[src/verilog/phy_pkg.sv]
package phy_pkg;

  // Register addresses as seen with the bank input high.
  localparam logic [5:0] ADDR_INDICATOR_SELECT = 6'h20;
  localparam logic [5:0] ADDR_RX_ERROR_TALLY = 6'h21;
  localparam logic [5:0] ADDR_INTERRUPT_CONTROL = 6'h22;
  localparam logic [5:0] ADDR_INTERRUPT_FLAGS = 6'h23;

  // Field positions of the indicator source selectors.
  localparam int IND_ZERO_LSB = 0;
  localparam int IND_ONE_LSB = 3;
  localparam int IND_TWO_LSB = 6;
  localparam int IND_THREE_LSB = 9;
  localparam int SEL_BITS = 12;

  // Field positions of the interrupt control register.
  localparam int INTC_OUT_EN = 15;
  localparam int INTC_READ_CLR = 14;
  localparam int INTC_POLARITY = 13;
  localparam int INTC_AUTO_CLR = 12;
  localparam int NUM_SOURCES = 11;

  // Reset values and the interrupt control write mask.
  localparam logic [11:0] SEL_RESET = 12'hFE9;
  localparam logic [15:0] INTC_RESET = 16'h0000;
  localparam logic [15:0] TALLY_RESET = 16'h0000;
  localparam logic [15:0] INTC_WRITE_MASK = 16'hF7FF;

  // Indicator source codes.
  localparam logic [2:0] SRC_LINK = 3'h0;
  localparam logic [2:0] SRC_ACTIVITY = 3'h1;
  localparam logic [2:0] SRC_TX_DATA = 3'h2;
  localparam logic [2:0] SRC_RX_DATA = 3'h3;
  localparam logic [2:0] SRC_COLLISION = 3'h4;
  localparam logic [2:0] SRC_SPEED = 3'h5;
  localparam logic [2:0] SRC_DUPLEX = 3'h6;
  localparam logic [2:0] SRC_OFF = 3'h7;

  // Serial management frame constants.
  localparam logic [5:0] PREAMBLE_BITS = 6'h20;
  localparam logic [1:0] OP_READ = 2'h2;
  localparam logic [1:0] OP_WRITE = 2'h1;
  localparam logic [5:0] HDR_LAST = 6'h0C;
  localparam logic [5:0] DATA_LAST = 6'h11;

  typedef struct packed {
    logic link_ok;
    logic activity;
    logic tx_data;
    logic rx_data;
    logic collision;
    logic speed_100;
    logic full_duplex;
  } link_status_s;

  typedef struct packed {
    logic wr;
    logic rd;
    logic [5:0] addr;
    logic [15:0] wdata;
  } mgmt_req_s;

endpackage

[src/verilog/mgmt_serial_slave.sv]
`timescale 1ns/1ps
module mgmt_serial_slave (
  input wire logic clock,
  input wire logic nrst,
  input wire logic mdc,
  input wire logic mdio_in,
  input wire logic [4:0] station_addr,
  input wire logic bank_hi,
  input wire logic [15:0] rd_data,
  output logic mdio_out,
  output logic mdio_oe,
  output phy_pkg::mgmt_req_s req
);

  typedef enum logic [2:0] {S_PRE, S_HDR, S_TA, S_RD, S_WR} frame_state_e;

  frame_state_e state_r, state_nxt;
  logic mdc_r;
  logic [5:0] cnt_r, cnt_nxt;
  logic [12:0] hdr_r, hdr_nxt;
  logic [15:0] sh_r, sh_nxt;
  logic [16:0] tx_r, tx_nxt;
  logic oe_r, oe_nxt, out_r, out_nxt;
  phy_pkg::mgmt_req_s req_r, req_nxt;
  logic rise, fall;

  assign rise = mdc & ~mdc_r;
  assign fall = ~mdc & mdc_r;

  // Frame decoder; the management clock is sampled as a plain input.
  always_comb begin
    state_nxt = state_r;
    cnt_nxt = cnt_r;
    hdr_nxt = hdr_r;
    sh_nxt = sh_r;
    tx_nxt = tx_r;
    oe_nxt = oe_r;
    out_nxt = out_r;
    req_nxt = req_r;
    req_nxt.wr = 1'b0;
    req_nxt.rd = 1'b0;
    // Read data is caught while the read strobe is out, before any clear.
    if (req_r.rd) begin
      tx_nxt = {1'b0, rd_data};
    end
    case (state_r)
      S_PRE: begin
        if (rise) begin
          if (mdio_in) begin
            if (cnt_r != phy_pkg::PREAMBLE_BITS) begin
              cnt_nxt = cnt_r + 6'h01;
            end
          end else if (cnt_r == phy_pkg::PREAMBLE_BITS) begin
            state_nxt = S_HDR;
            cnt_nxt = '0;
          end else begin
            cnt_nxt = '0;
          end
        end
      end
      S_HDR: begin
        if (rise) begin
          hdr_nxt = {hdr_r[11:0], mdio_in};
          cnt_nxt = cnt_r + 6'h01;
          if (cnt_r == phy_pkg::HDR_LAST) begin
            cnt_nxt = '0;
            state_nxt = S_PRE;
            req_nxt.addr = {bank_hi, hdr_nxt[4:0]};
            if (hdr_nxt[12] && hdr_nxt[9:5] == station_addr) begin
              if (hdr_nxt[11:10] == phy_pkg::OP_READ) begin
                req_nxt.rd = 1'b1;
                state_nxt = S_TA;
              end else if (hdr_nxt[11:10] == phy_pkg::OP_WRITE) begin
                state_nxt = S_WR;
              end
            end
          end
        end
      end
      S_TA: begin
        if (rise) begin
          state_nxt = S_RD;
        end
      end
      S_RD: begin
        // Turnaround zero, then sixteen data bits, driven on falling edges.
        if (fall) begin
          if (cnt_r == phy_pkg::DATA_LAST) begin
            oe_nxt = 1'b0;
            out_nxt = 1'b0;
            cnt_nxt = '0;
            state_nxt = S_PRE;
          end else begin
            oe_nxt = 1'b1;
            out_nxt = tx_r[16];
            tx_nxt = {tx_r[15:0], 1'b0};
            cnt_nxt = cnt_r + 6'h01;
          end
        end
      end
      S_WR: begin
        if (rise) begin
          sh_nxt = {sh_r[14:0], mdio_in};
          cnt_nxt = cnt_r + 6'h01;
          if (cnt_r == phy_pkg::DATA_LAST) begin
            req_nxt.wr = 1'b1;
            req_nxt.wdata = sh_nxt;
            cnt_nxt = '0;
            state_nxt = S_PRE;
          end
        end
      end
      default: begin
        state_nxt = S_PRE;
        cnt_nxt = '0;
      end
    endcase
  end

  // Frame state registers.
  always_ff @(posedge clock) begin
    if (!nrst) begin
      state_r <= S_PRE;
      mdc_r <= 1'b0;
      cnt_r <= '0;
      hdr_r <= '0;
      sh_r <= '0;
      tx_r <= '0;
      oe_r <= 1'b0;
      out_r <= 1'b0;
      req_r <= '0;
    end else begin
      state_r <= state_nxt;
      mdc_r <= mdc;
      cnt_r <= cnt_nxt;
      hdr_r <= hdr_nxt;
      sh_r <= sh_nxt;
      tx_r <= tx_nxt;
      oe_r <= oe_nxt;
      out_r <= out_nxt;
      req_r <= req_nxt;
    end
  end

  assign mdio_out = out_r;
  assign mdio_oe = oe_r;
  assign req = req_r;

endmodule // mgmt_serial_slave

[src/verilog/phy_led_irq_control.sv]
`timescale 1ns/1ps
// Operation
// - Indicator three source from selector, resets off.
// - Indicator two same codes, 111 off, resets off.
// - Indicator one selector resets to speed code.
// - Indicator zero resets activity; 111 shows link.
// - Sixteen-bit receive error tally, readable and writable.
// - Interrupt pin driven only when output enabled.
// - Read clears latched flags when read-clear set.
// - Auto-clear drops flag once cause goes away.
// - Per-source enables gate which flags raise interrupt.
// - Each source latches a read-only event flag.
module phy_led_irq_control #(
  parameter int NUM_SRC = phy_pkg::NUM_SOURCES,
  parameter int TALLY_W = 16
) (
  input wire logic clock,
  input wire logic nrst,
  input wire logic mdc,
  input wire logic mdio_in,
  output logic mdio_out,
  output logic mdio_oe,
  input wire logic [4:0] station_addr,
  input wire logic bank_hi,
  input wire phy_pkg::link_status_s link,
  input wire logic rmii_mode,
  input wire logic rx_error,
  input wire logic [NUM_SRC-1:0] event_cond,
  output logic indicator_zero,
  output logic indicator_one,
  output logic indicator_two,
  output logic indicator_three,
  output logic irq_out,
  output logic irq_oe
);

  // The flag and enable fields share bit positions and end below bit 11.
  if (NUM_SRC < 1 || NUM_SRC > 11 || TALLY_W < 1 || TALLY_W > 16) begin
    $error("Unsupported source count or tally width.");
  end

  phy_pkg::mgmt_req_s req;
  logic [15:0] rd_data;
  logic [phy_pkg::SEL_BITS-1:0] sel_r, sel_nxt;
  logic [15:0] intc_r, intc_nxt;
  logic [TALLY_W-1:0] tally_r, tally_nxt;
  logic [NUM_SRC-1:0] flag_r, flag_nxt, clr_mask, enables;
  logic [3:0] ind_r, ind_nxt;
  logic irq_r, irq_nxt, active;
  logic wr_sel, wr_intc, wr_tally, rd_flags;

  mgmt_serial_slave u_mgmt (
    .clock(clock),
    .nrst(nrst),
    .mdc(mdc),
    .mdio_in(mdio_in),
    .station_addr(station_addr),
    .bank_hi(bank_hi),
    .rd_data(rd_data),
    .mdio_out(mdio_out),
    .mdio_oe(mdio_oe),
    .req(req)
  );

  // One source code to one indicator level; the zero output maps 111 to link.
  function automatic logic pick(input logic [2:0] code,
                                input phy_pkg::link_status_s st,
                                input logic is_zero);
    case (code)
      phy_pkg::SRC_LINK: pick = st.link_ok;
      phy_pkg::SRC_ACTIVITY: pick = st.activity;
      phy_pkg::SRC_TX_DATA: pick = st.tx_data;
      phy_pkg::SRC_RX_DATA: pick = st.rx_data;
      phy_pkg::SRC_COLLISION: pick = st.collision;
      phy_pkg::SRC_SPEED: pick = st.speed_100;
      phy_pkg::SRC_DUPLEX: pick = st.full_duplex;
      default: pick = is_zero & st.link_ok;
    endcase
  endfunction

  // Register hits; a read of the flags only counts for a real read frame.
  assign wr_sel = req.wr && req.addr == phy_pkg::ADDR_INDICATOR_SELECT;
  assign wr_tally = req.wr && req.addr == phy_pkg::ADDR_RX_ERROR_TALLY;
  assign wr_intc = req.wr && req.addr == phy_pkg::ADDR_INTERRUPT_CONTROL;
  assign rd_flags = req.rd && req.addr == phy_pkg::ADDR_INTERRUPT_FLAGS;
  assign enables = intc_r[NUM_SRC-1:0];

  // Read multiplexer; unknown addresses and unused bits read as zero.
  always_comb begin
    rd_data = '0;
    case (req.addr)
      phy_pkg::ADDR_INDICATOR_SELECT: rd_data[phy_pkg::SEL_BITS-1:0] = sel_r;
      phy_pkg::ADDR_RX_ERROR_TALLY: rd_data[TALLY_W-1:0] = tally_r;
      phy_pkg::ADDR_INTERRUPT_CONTROL: rd_data = intc_r;
      phy_pkg::ADDR_INTERRUPT_FLAGS: rd_data[NUM_SRC-1:0] = flag_r;
      default: rd_data = '0;
    endcase
  end

  // Configuration registers and the error tally; a write beats a count.
  always_comb begin
    sel_nxt = sel_r;
    intc_nxt = intc_r;
    tally_nxt = tally_r;
    if (wr_sel) begin
      sel_nxt = req.wdata[phy_pkg::SEL_BITS-1:0];
    end
    if (wr_intc) begin
      intc_nxt = req.wdata & phy_pkg::INTC_WRITE_MASK;
    end
    if (wr_tally) begin
      tally_nxt = req.wdata[TALLY_W-1:0];
    end else if (rmii_mode && rx_error && tally_r != '1) begin
      tally_nxt = tally_r + 1'b1;
    end
  end

  // Flag latching; a cause present this cycle always wins over a clear.
  always_comb begin
    clr_mask = '0;
    if (rd_flags && intc_r[phy_pkg::INTC_READ_CLR]) begin
      clr_mask = '1;
    end
    if (intc_r[phy_pkg::INTC_AUTO_CLR]) begin
      clr_mask = clr_mask | ~event_cond;
    end
    flag_nxt = event_cond | (flag_r & ~clr_mask);
  end

  // Interrupt level and indicator outputs, registered to avoid glitches.
  always_comb begin
    active = |(flag_r & enables);
    irq_nxt = intc_r[phy_pkg::INTC_POLARITY] ? active : ~active;
    ind_nxt[0] = pick(sel_r[phy_pkg::IND_ZERO_LSB +: 3], link, 1'b1);
    ind_nxt[1] = pick(sel_r[phy_pkg::IND_ONE_LSB +: 3], link, 1'b0);
    ind_nxt[2] = pick(sel_r[phy_pkg::IND_TWO_LSB +: 3], link, 1'b0);
    ind_nxt[3] = pick(sel_r[phy_pkg::IND_THREE_LSB +: 3], link, 1'b0);
  end

  // State registers of the block.
  always_ff @(posedge clock) begin
    if (!nrst) begin
      sel_r <= phy_pkg::SEL_RESET;
      intc_r <= phy_pkg::INTC_RESET;
      tally_r <= phy_pkg::TALLY_RESET[TALLY_W-1:0];
      flag_r <= '0;
      ind_r <= '0;
      irq_r <= 1'b1;
    end else begin
      sel_r <= sel_nxt;
      intc_r <= intc_nxt;
      tally_r <= tally_nxt;
      flag_r <= flag_nxt;
      ind_r <= ind_nxt;
      irq_r <= irq_nxt;
    end
  end

  assign indicator_zero = ind_r[0];
  assign indicator_one = ind_r[1];
  assign indicator_two = ind_r[2];
  assign indicator_three = ind_r[3];
  assign irq_out = irq_r;
  assign irq_oe = intc_r[phy_pkg::INTC_OUT_EN];

  // Checks on the behaviour above.
  a_oe_enable: assert property (@(posedge clock) disable iff (!nrst)
    wr_intc |=> irq_oe == $past(req.wdata[phy_pkg::INTC_OUT_EN]))
    else $error("Interrupt enable not followed.");
  a_off_reset: assert property (@(posedge clock)
    !nrst |=> indicator_three == 1'b0 && indicator_two == 1'b0)
    else $error("Indicator not off after reset.");
  a_one_speed: assert property (@(posedge clock) disable iff (!nrst)
    (sel_r[5:3] == phy_pkg::SRC_SPEED)
    |=> indicator_one == $past(link.speed_100))
    else $error("Indicator one not showing speed.");
  a_zero_link: assert property (@(posedge clock) disable iff (!nrst)
    (sel_r[2:0] == phy_pkg::SRC_OFF) |=> indicator_zero == $past(link.link_ok))
    else $error("Indicator zero code 111 not link.");
  a_tally_count: assert property (@(posedge clock) disable iff (!nrst)
    (rmii_mode && rx_error && !wr_tally && tally_r != '1)
    |=> tally_r == $past(tally_r) + 1'b1)
    else $error("Error tally did not count.");
  a_read_clear: assert property (@(posedge clock) disable iff (!nrst)
    (rd_flags && intc_r[phy_pkg::INTC_READ_CLR])
    |=> flag_r == $past(event_cond))
    else $error("Read did not clear flags.");
  a_flag_hold: assert property (@(posedge clock) disable iff (!nrst)
    (!intc_r[phy_pkg::INTC_AUTO_CLR]
     && !(rd_flags && intc_r[phy_pkg::INTC_READ_CLR]))
    |=> (flag_r & $past(flag_r)) == $past(flag_r))
    else $error("Flag lost without clear.");
  a_auto_clear: assert property (@(posedge clock) disable iff (!nrst)
    (intc_r[phy_pkg::INTC_AUTO_CLR] && !wr_intc)
    |=> flag_r == $past(event_cond))
    else $error("Auto clear mismatch.");
  a_irq_level: assert property (@(posedge clock) disable iff (!nrst)
    ((flag_r & enables) == '0 && !intc_r[phy_pkg::INTC_POLARITY])
    |=> irq_out == 1'b1)
    else $error("Interrupt asserted with no enabled flag.");
  a_irq_polar: assert property (@(posedge clock) disable iff (!nrst)
    ((flag_r & enables) != '0) |=> irq_out == $past(intc_r[13]))
    else $error("Interrupt level wrong polarity.");
  a_two_off: assert property (@(posedge clock) disable iff (!nrst)
    (sel_r[phy_pkg::IND_TWO_LSB +: 3] == phy_pkg::SRC_OFF)
    |=> indicator_two == 1'b0)
    else $error("Indicator two not off for code 111.");
  a_three_off: assert property (@(posedge clock) disable iff (!nrst)
    (sel_r[phy_pkg::IND_THREE_LSB +: 3] == phy_pkg::SRC_OFF)
    |=> indicator_three == 1'b0)
    else $error("Indicator three not off for code 111.");
  a_flag_set: assert property (@(posedge clock) disable iff (!nrst)
    (event_cond != '0)
    |=> (flag_r & $past(event_cond)) == $past(event_cond))
    else $error("Event not latched in flag.");
  a_tally_sat: assert property (@(posedge clock) disable iff (!nrst)
    (tally_r == '1 && !wr_tally) |=> tally_r == '1)
    else $error("Error tally wrapped past full.");

  // Cover points for the main scenarios.
  c_read_frame: cover property (@(posedge clock) disable iff (!nrst)
    req.rd ##[1:300] mdio_oe);
  c_irq_fires: cover property (@(posedge clock) disable iff (!nrst)
    irq_oe && irq_out == intc_r[phy_pkg::INTC_POLARITY]);
  c_tally_write: cover property (@(posedge clock) disable iff (!nrst)
    wr_tally);
  c_read_clear: cover property (@(posedge clock) disable iff (!nrst)
    rd_flags && intc_r[phy_pkg::INTC_READ_CLR]);
  c_auto_clear: cover property (@(posedge clock) disable iff (!nrst)
    intc_r[phy_pkg::INTC_AUTO_CLR] && flag_r != '0);

endmodule // phy_led_irq_control

[config.mk]
export PLATFORM = sky130hd
export DESIGN_NAME = phy_led_irq_control
export DESIGN_NICKNAME = d
export VERILOG_FILES = /design/src/verilog/phy_pkg.sv /design/src/verilog/mgmt_serial_slave.sv /design/src/verilog/phy_led_irq_control.sv
export SDC_FILE = /design/constraint.sdc
export NUM_CORES = 1
export LEC_CHECK = 0
export BUFFER_PORTS_ARGS = -buffer_cell sky130_fd_sc_hd__buf_2
export CELL_PAD_IN_SITES_DETAIL_PLACEMENT = 1
export CELL_PAD_IN_SITES_GLOBAL_PLACEMENT = 1
export CORE_MARGIN = 4
export CORE_UTILIZATION = 46
export DETAILED_ROUTE_END_ITERATION = 10
export PLACE_DENSITY = 0.83
export SLEW_MARGIN = 20
export SYNTH_ARGS = -nofsm -noshare
export SYNTH_HDL_FRONTEND = slang
export SYNTH_SLANG_ARGS = --single-unit
[constraint.sdc]
create_clock -name clock -period 2.5 [get_ports clock]
set_input_delay 0.25 -clock clock [delete_from_list [all_inputs] [get_ports clock]]
set_output_delay 0.25 -clock clock [all_outputs]
set_load 0.005 [all_outputs]
==> impl_metrics.json <==
{
  "grt_max_degree": 56,
  "fillers": 1604,
  "yosysSeqAreaShare_pct": 44.17,
  "ys_ff_latch": 139,
  "slew_violations": 0,
  "skew_ns": 0.009010,
  "rows": 42,
  "synthDistinctLibCells": 60,
  "die_h_um": 125.0,
  "worstMarginPinSlew_ns": 1.059,
  "ios": 38,
  "clock_latency_ns": 0.43,
  "slew_headroom_pct": 29.04,
  "antenna_left": 0,
  "combPwrFrac_pct": 2.8,
  "grt_overflow_total": 0,
  "wl_per_cell_um": 20.34,
  "root_buffer": "clkbuf_16",
  "fmax_mhz": 467.5,
  "power.total_mw": 5.175,
  "hold_viol": 0,
  "cts_hold_buf": 0,
  "syn2layout_area_growth_pct": 14.66,
  "final.min_clock_period_ns": 2.139,
  "internal_power_mw": 4.061,
  "clkTransAtPathRegs_ns": 0.06,
  "synth_warnings": 0,
  "cp-start-kind": "flop",
  "die_w_um": 125.0,
  "syn_area_per_cell_um2": 8.333,
  "htreeDepth": 4,
  "grt_pass1_vias": 6078,
  "grt_usage_pct": 25.41,
  "synth-async-reset-ratio_pct": 0,
  "crit_fanout": 38,
  "cap_violations": 0,
  "register_area_mm2": 0.002783,
  "gp_congestion": 0.8588,
  "final_nets": 812,
  "cpPeakStageDelay_ns": 0.43,
  "dieArea_mm2": 0.01563,
  "synthTopCellsByArea": "dfxtp_1, nand2_1, a21oi_1, nand3_1, mux2i_1",
  "powerDensity_mw_per_mm2": 716.5,
  "drive_above_1_share_pct": 12.77,
  "switching_share_pct": 21.53,
  "hp-class": "input port to flop",
  "yosysTopAreaCell": "dfxtp_1",
  "rsz0062_at_grt": "no",
  "cts_sinks": 139,
  "first_pass_iters": 8,
  "yosysMostFrequentCell": "nand2_1",
  "fin_crit_sh_pct": 85.57,
  "hpwl_mm": 13.16,
  "ys.flop_type": "dfxtp_1",
  "end_kind": "flop",
  "io_buffer_count": 37,
  "path_class": "flop to flop",
  "crit_chain": "ha_1 > nor4b_1 > nand2_1 > nand2b_1 > buf_4 > nand4_1 > o2111a_1",
  "antenna_found_initial": 0,
  "cts_buffer_depth": 2,
  "p_leak_nw": 2.681,
  "viasPerCell": 6.132,
  "syn_area_mm2": 0.006300,
  "p_seq_share_pct": 43.6,
  "cts_made_buffers": 17,
  "num_vias": 5930,
  "critPathSlowestCell": "nor4b_1",
  "drtIter0Drc": 638,
  "setup_viol": 0,
  "clockPowerShare_pct": 53.6,
  "outcome": "finished clean",
  "setup_tns_ns": 0,
  "cts_tree": "done",
  "synth_nets": 790,
  "ir_drop_mv": 0.3715,
  "drcViolationCount": 0,
  "synth.top_cell.area_share_pct": 44.17,
  "multi_input_comb_area_mm2": 0.003241,
  "synth_common_cells": "nand2_1, dfxtp_1, a21oi_1, nand3_1, nor2_1",
  "grt_pass1_wl_mm": 32.14,
  "core-area_mm2": 0.01335,
  "worstPathArrival_ns": 2.46,
  "netSwitchingPower_mw": 1.114,
  "start_util_pct": 47.20,
  "diodes": 0,
  "syn-instance-count": 756,
  "worst_ep_required_time_ns": 2.82,
  "synth_edf_count": 0,
  "routed_wl_mm": 19.67
}
-- state kept, by name, indices dropped and copies added (netlist names), 3 cells and up --
| register | cells |
|---|---|
| u_mgmt.state_r | 3 |
| u_mgmt.cnt_r | 6 |
| u_mgmt.req | 24 |
| u_mgmt.tx_r | 17 |
| flag_r | 11 |
| u_mgmt.sh_r | 15 |
| ind_r | 4 |
| intc_r | 15 |
| sel_r | 12 |
| tally_r | 16 |
| u_mgmt.hdr_r | 12 |
-- final cells by class --
| cell class | count | share of cell area (%) |
|---|---|---|
| clock buffers | 18 | 5.941 |
| inverters | 7 | 0.3638 |
| clock inverters | 14 | 3.031 |
| repair buffers | 53 | 4.227 |
| well taps | 176 | 3.049 |
| multi-input cells | 560 | 44.86 |
| flip-flops and latches | 139 | 38.52 |
-- final timing paths --
kind,cells after the start,slack [ns],from,to
worst max-delay path,7,0.36,u_mgmt.cnt_r[0],u_mgmt.tx_r[5]
worst min-delay path,3,0.04,event_cond[7],flag_r[7]
worst max register to register,7,0.36,u_mgmt.cnt_r[0],u_mgmt.tx_r[5]
worst min register to register,2,0.47,u_mgmt.sh_r[10],u_mgmt.sh_r[11]
-- power groups by stage --
stage | Combinational [mW] | Clock [mW] | Sequential, mW
finish | 0.147 | 2.77 | 2.25
global placement | 0.135 | 0 | 2.30
global route | 0.164 | 2.91 | 2.25
floorplan | 0.0844 | 0 | 2.29
detailed placement | 0.145 | 0 | 2.30
CTS | 0.147 | 2.81 | 2.25
-- repair_timing --
action,in CTS,in global routing
setup buffers,0,0
gates resized for setup,0,2
setup endpoints to repair,0,2
-- cells in the final DEF, fill, tap and decap left out, types with 3 or more instances in the layout --
master     synthesis  routed
nor2b_1            6       6
clkbuf_16          0      17
xnor2_1            9       9
nand3_1           64      64
o21ai_0           22      21
a21oi_1           89      89
o21ai_1            5       6
or4_1              3       3
buf_2             12      37
bufinv_16          0       5
a221oi_1           7       7
xor2_1             8       8
mux2i_1           19      19
nand4_1           19      19
dfxtp_1          139     139
nand2b_1           3       3
and2_1             6       6
ha_1               4       4
nand2_1          167     167
o211ai_1          11      11
mux4_2             3       3
inv_1              7       6
and3_1             5       5
a222oi_1          11      11
nand3b_1           5       5
a22oi_1            3       3
clkinv_4           0       4
a31oi_1            4       4
o22ai_1            5       5
o2111a_1          10      10
nor4b_1            5       5
buf_4              3      16
and4_1             3       3
nor2_1            34      34
-- kinds of logic after synthesis --
family | after synthesis | share of synthesized area [%]
AND/OR/NAND/NOR | 339 | 26.20
AO/OA/AOI/OAI | 178 | 17.91
flip-flops | 139 | 44.17
buffers and inverters | 57 | 4.469
multiplexers | 22 | 4.091
XOR/XNOR | 17 | 2.364
adder cells (fa/ha/maj) | 4 | 0.7945
-- routing by layer --
layer	wire length, um	track usage, %
met5	0	0
met4	715	11.99
met3	948	5.373
met2	9854	43.06
met1	8154	30.87
-- worst max-delay path: cells and delay by family (launching register included) --
family / cells / cell delay, ns
and+or+nand+nor: 4 / 0.94
adders and majority gates: 1 / 0.17
AOI/OAI and AO/OA: 1 / 0.17
DFF: 1 / 0.40
buffers and inverters: 1 / 0.35
-- metrics by stage --
stage	area [um2]	std cells	hold slack, ns	setup slack [ns]	util (%)
2_1_floorplan	6300	756	0.3674	0.5816	-
3_3_place_gp	6570	935	0.4448	0.4844	49.22
3_5_place_dp	6570	935	0.4526	0.2759	49.22
4_1_cts	7218	967	0.02431	0.1748	54.08
5_1_grt	7223	967	0.04256	0.03232	54.12
6_report	7223	967	0.03811	0.3608	54.12
No activity file was read; power rests on OpenSTA's default activity.
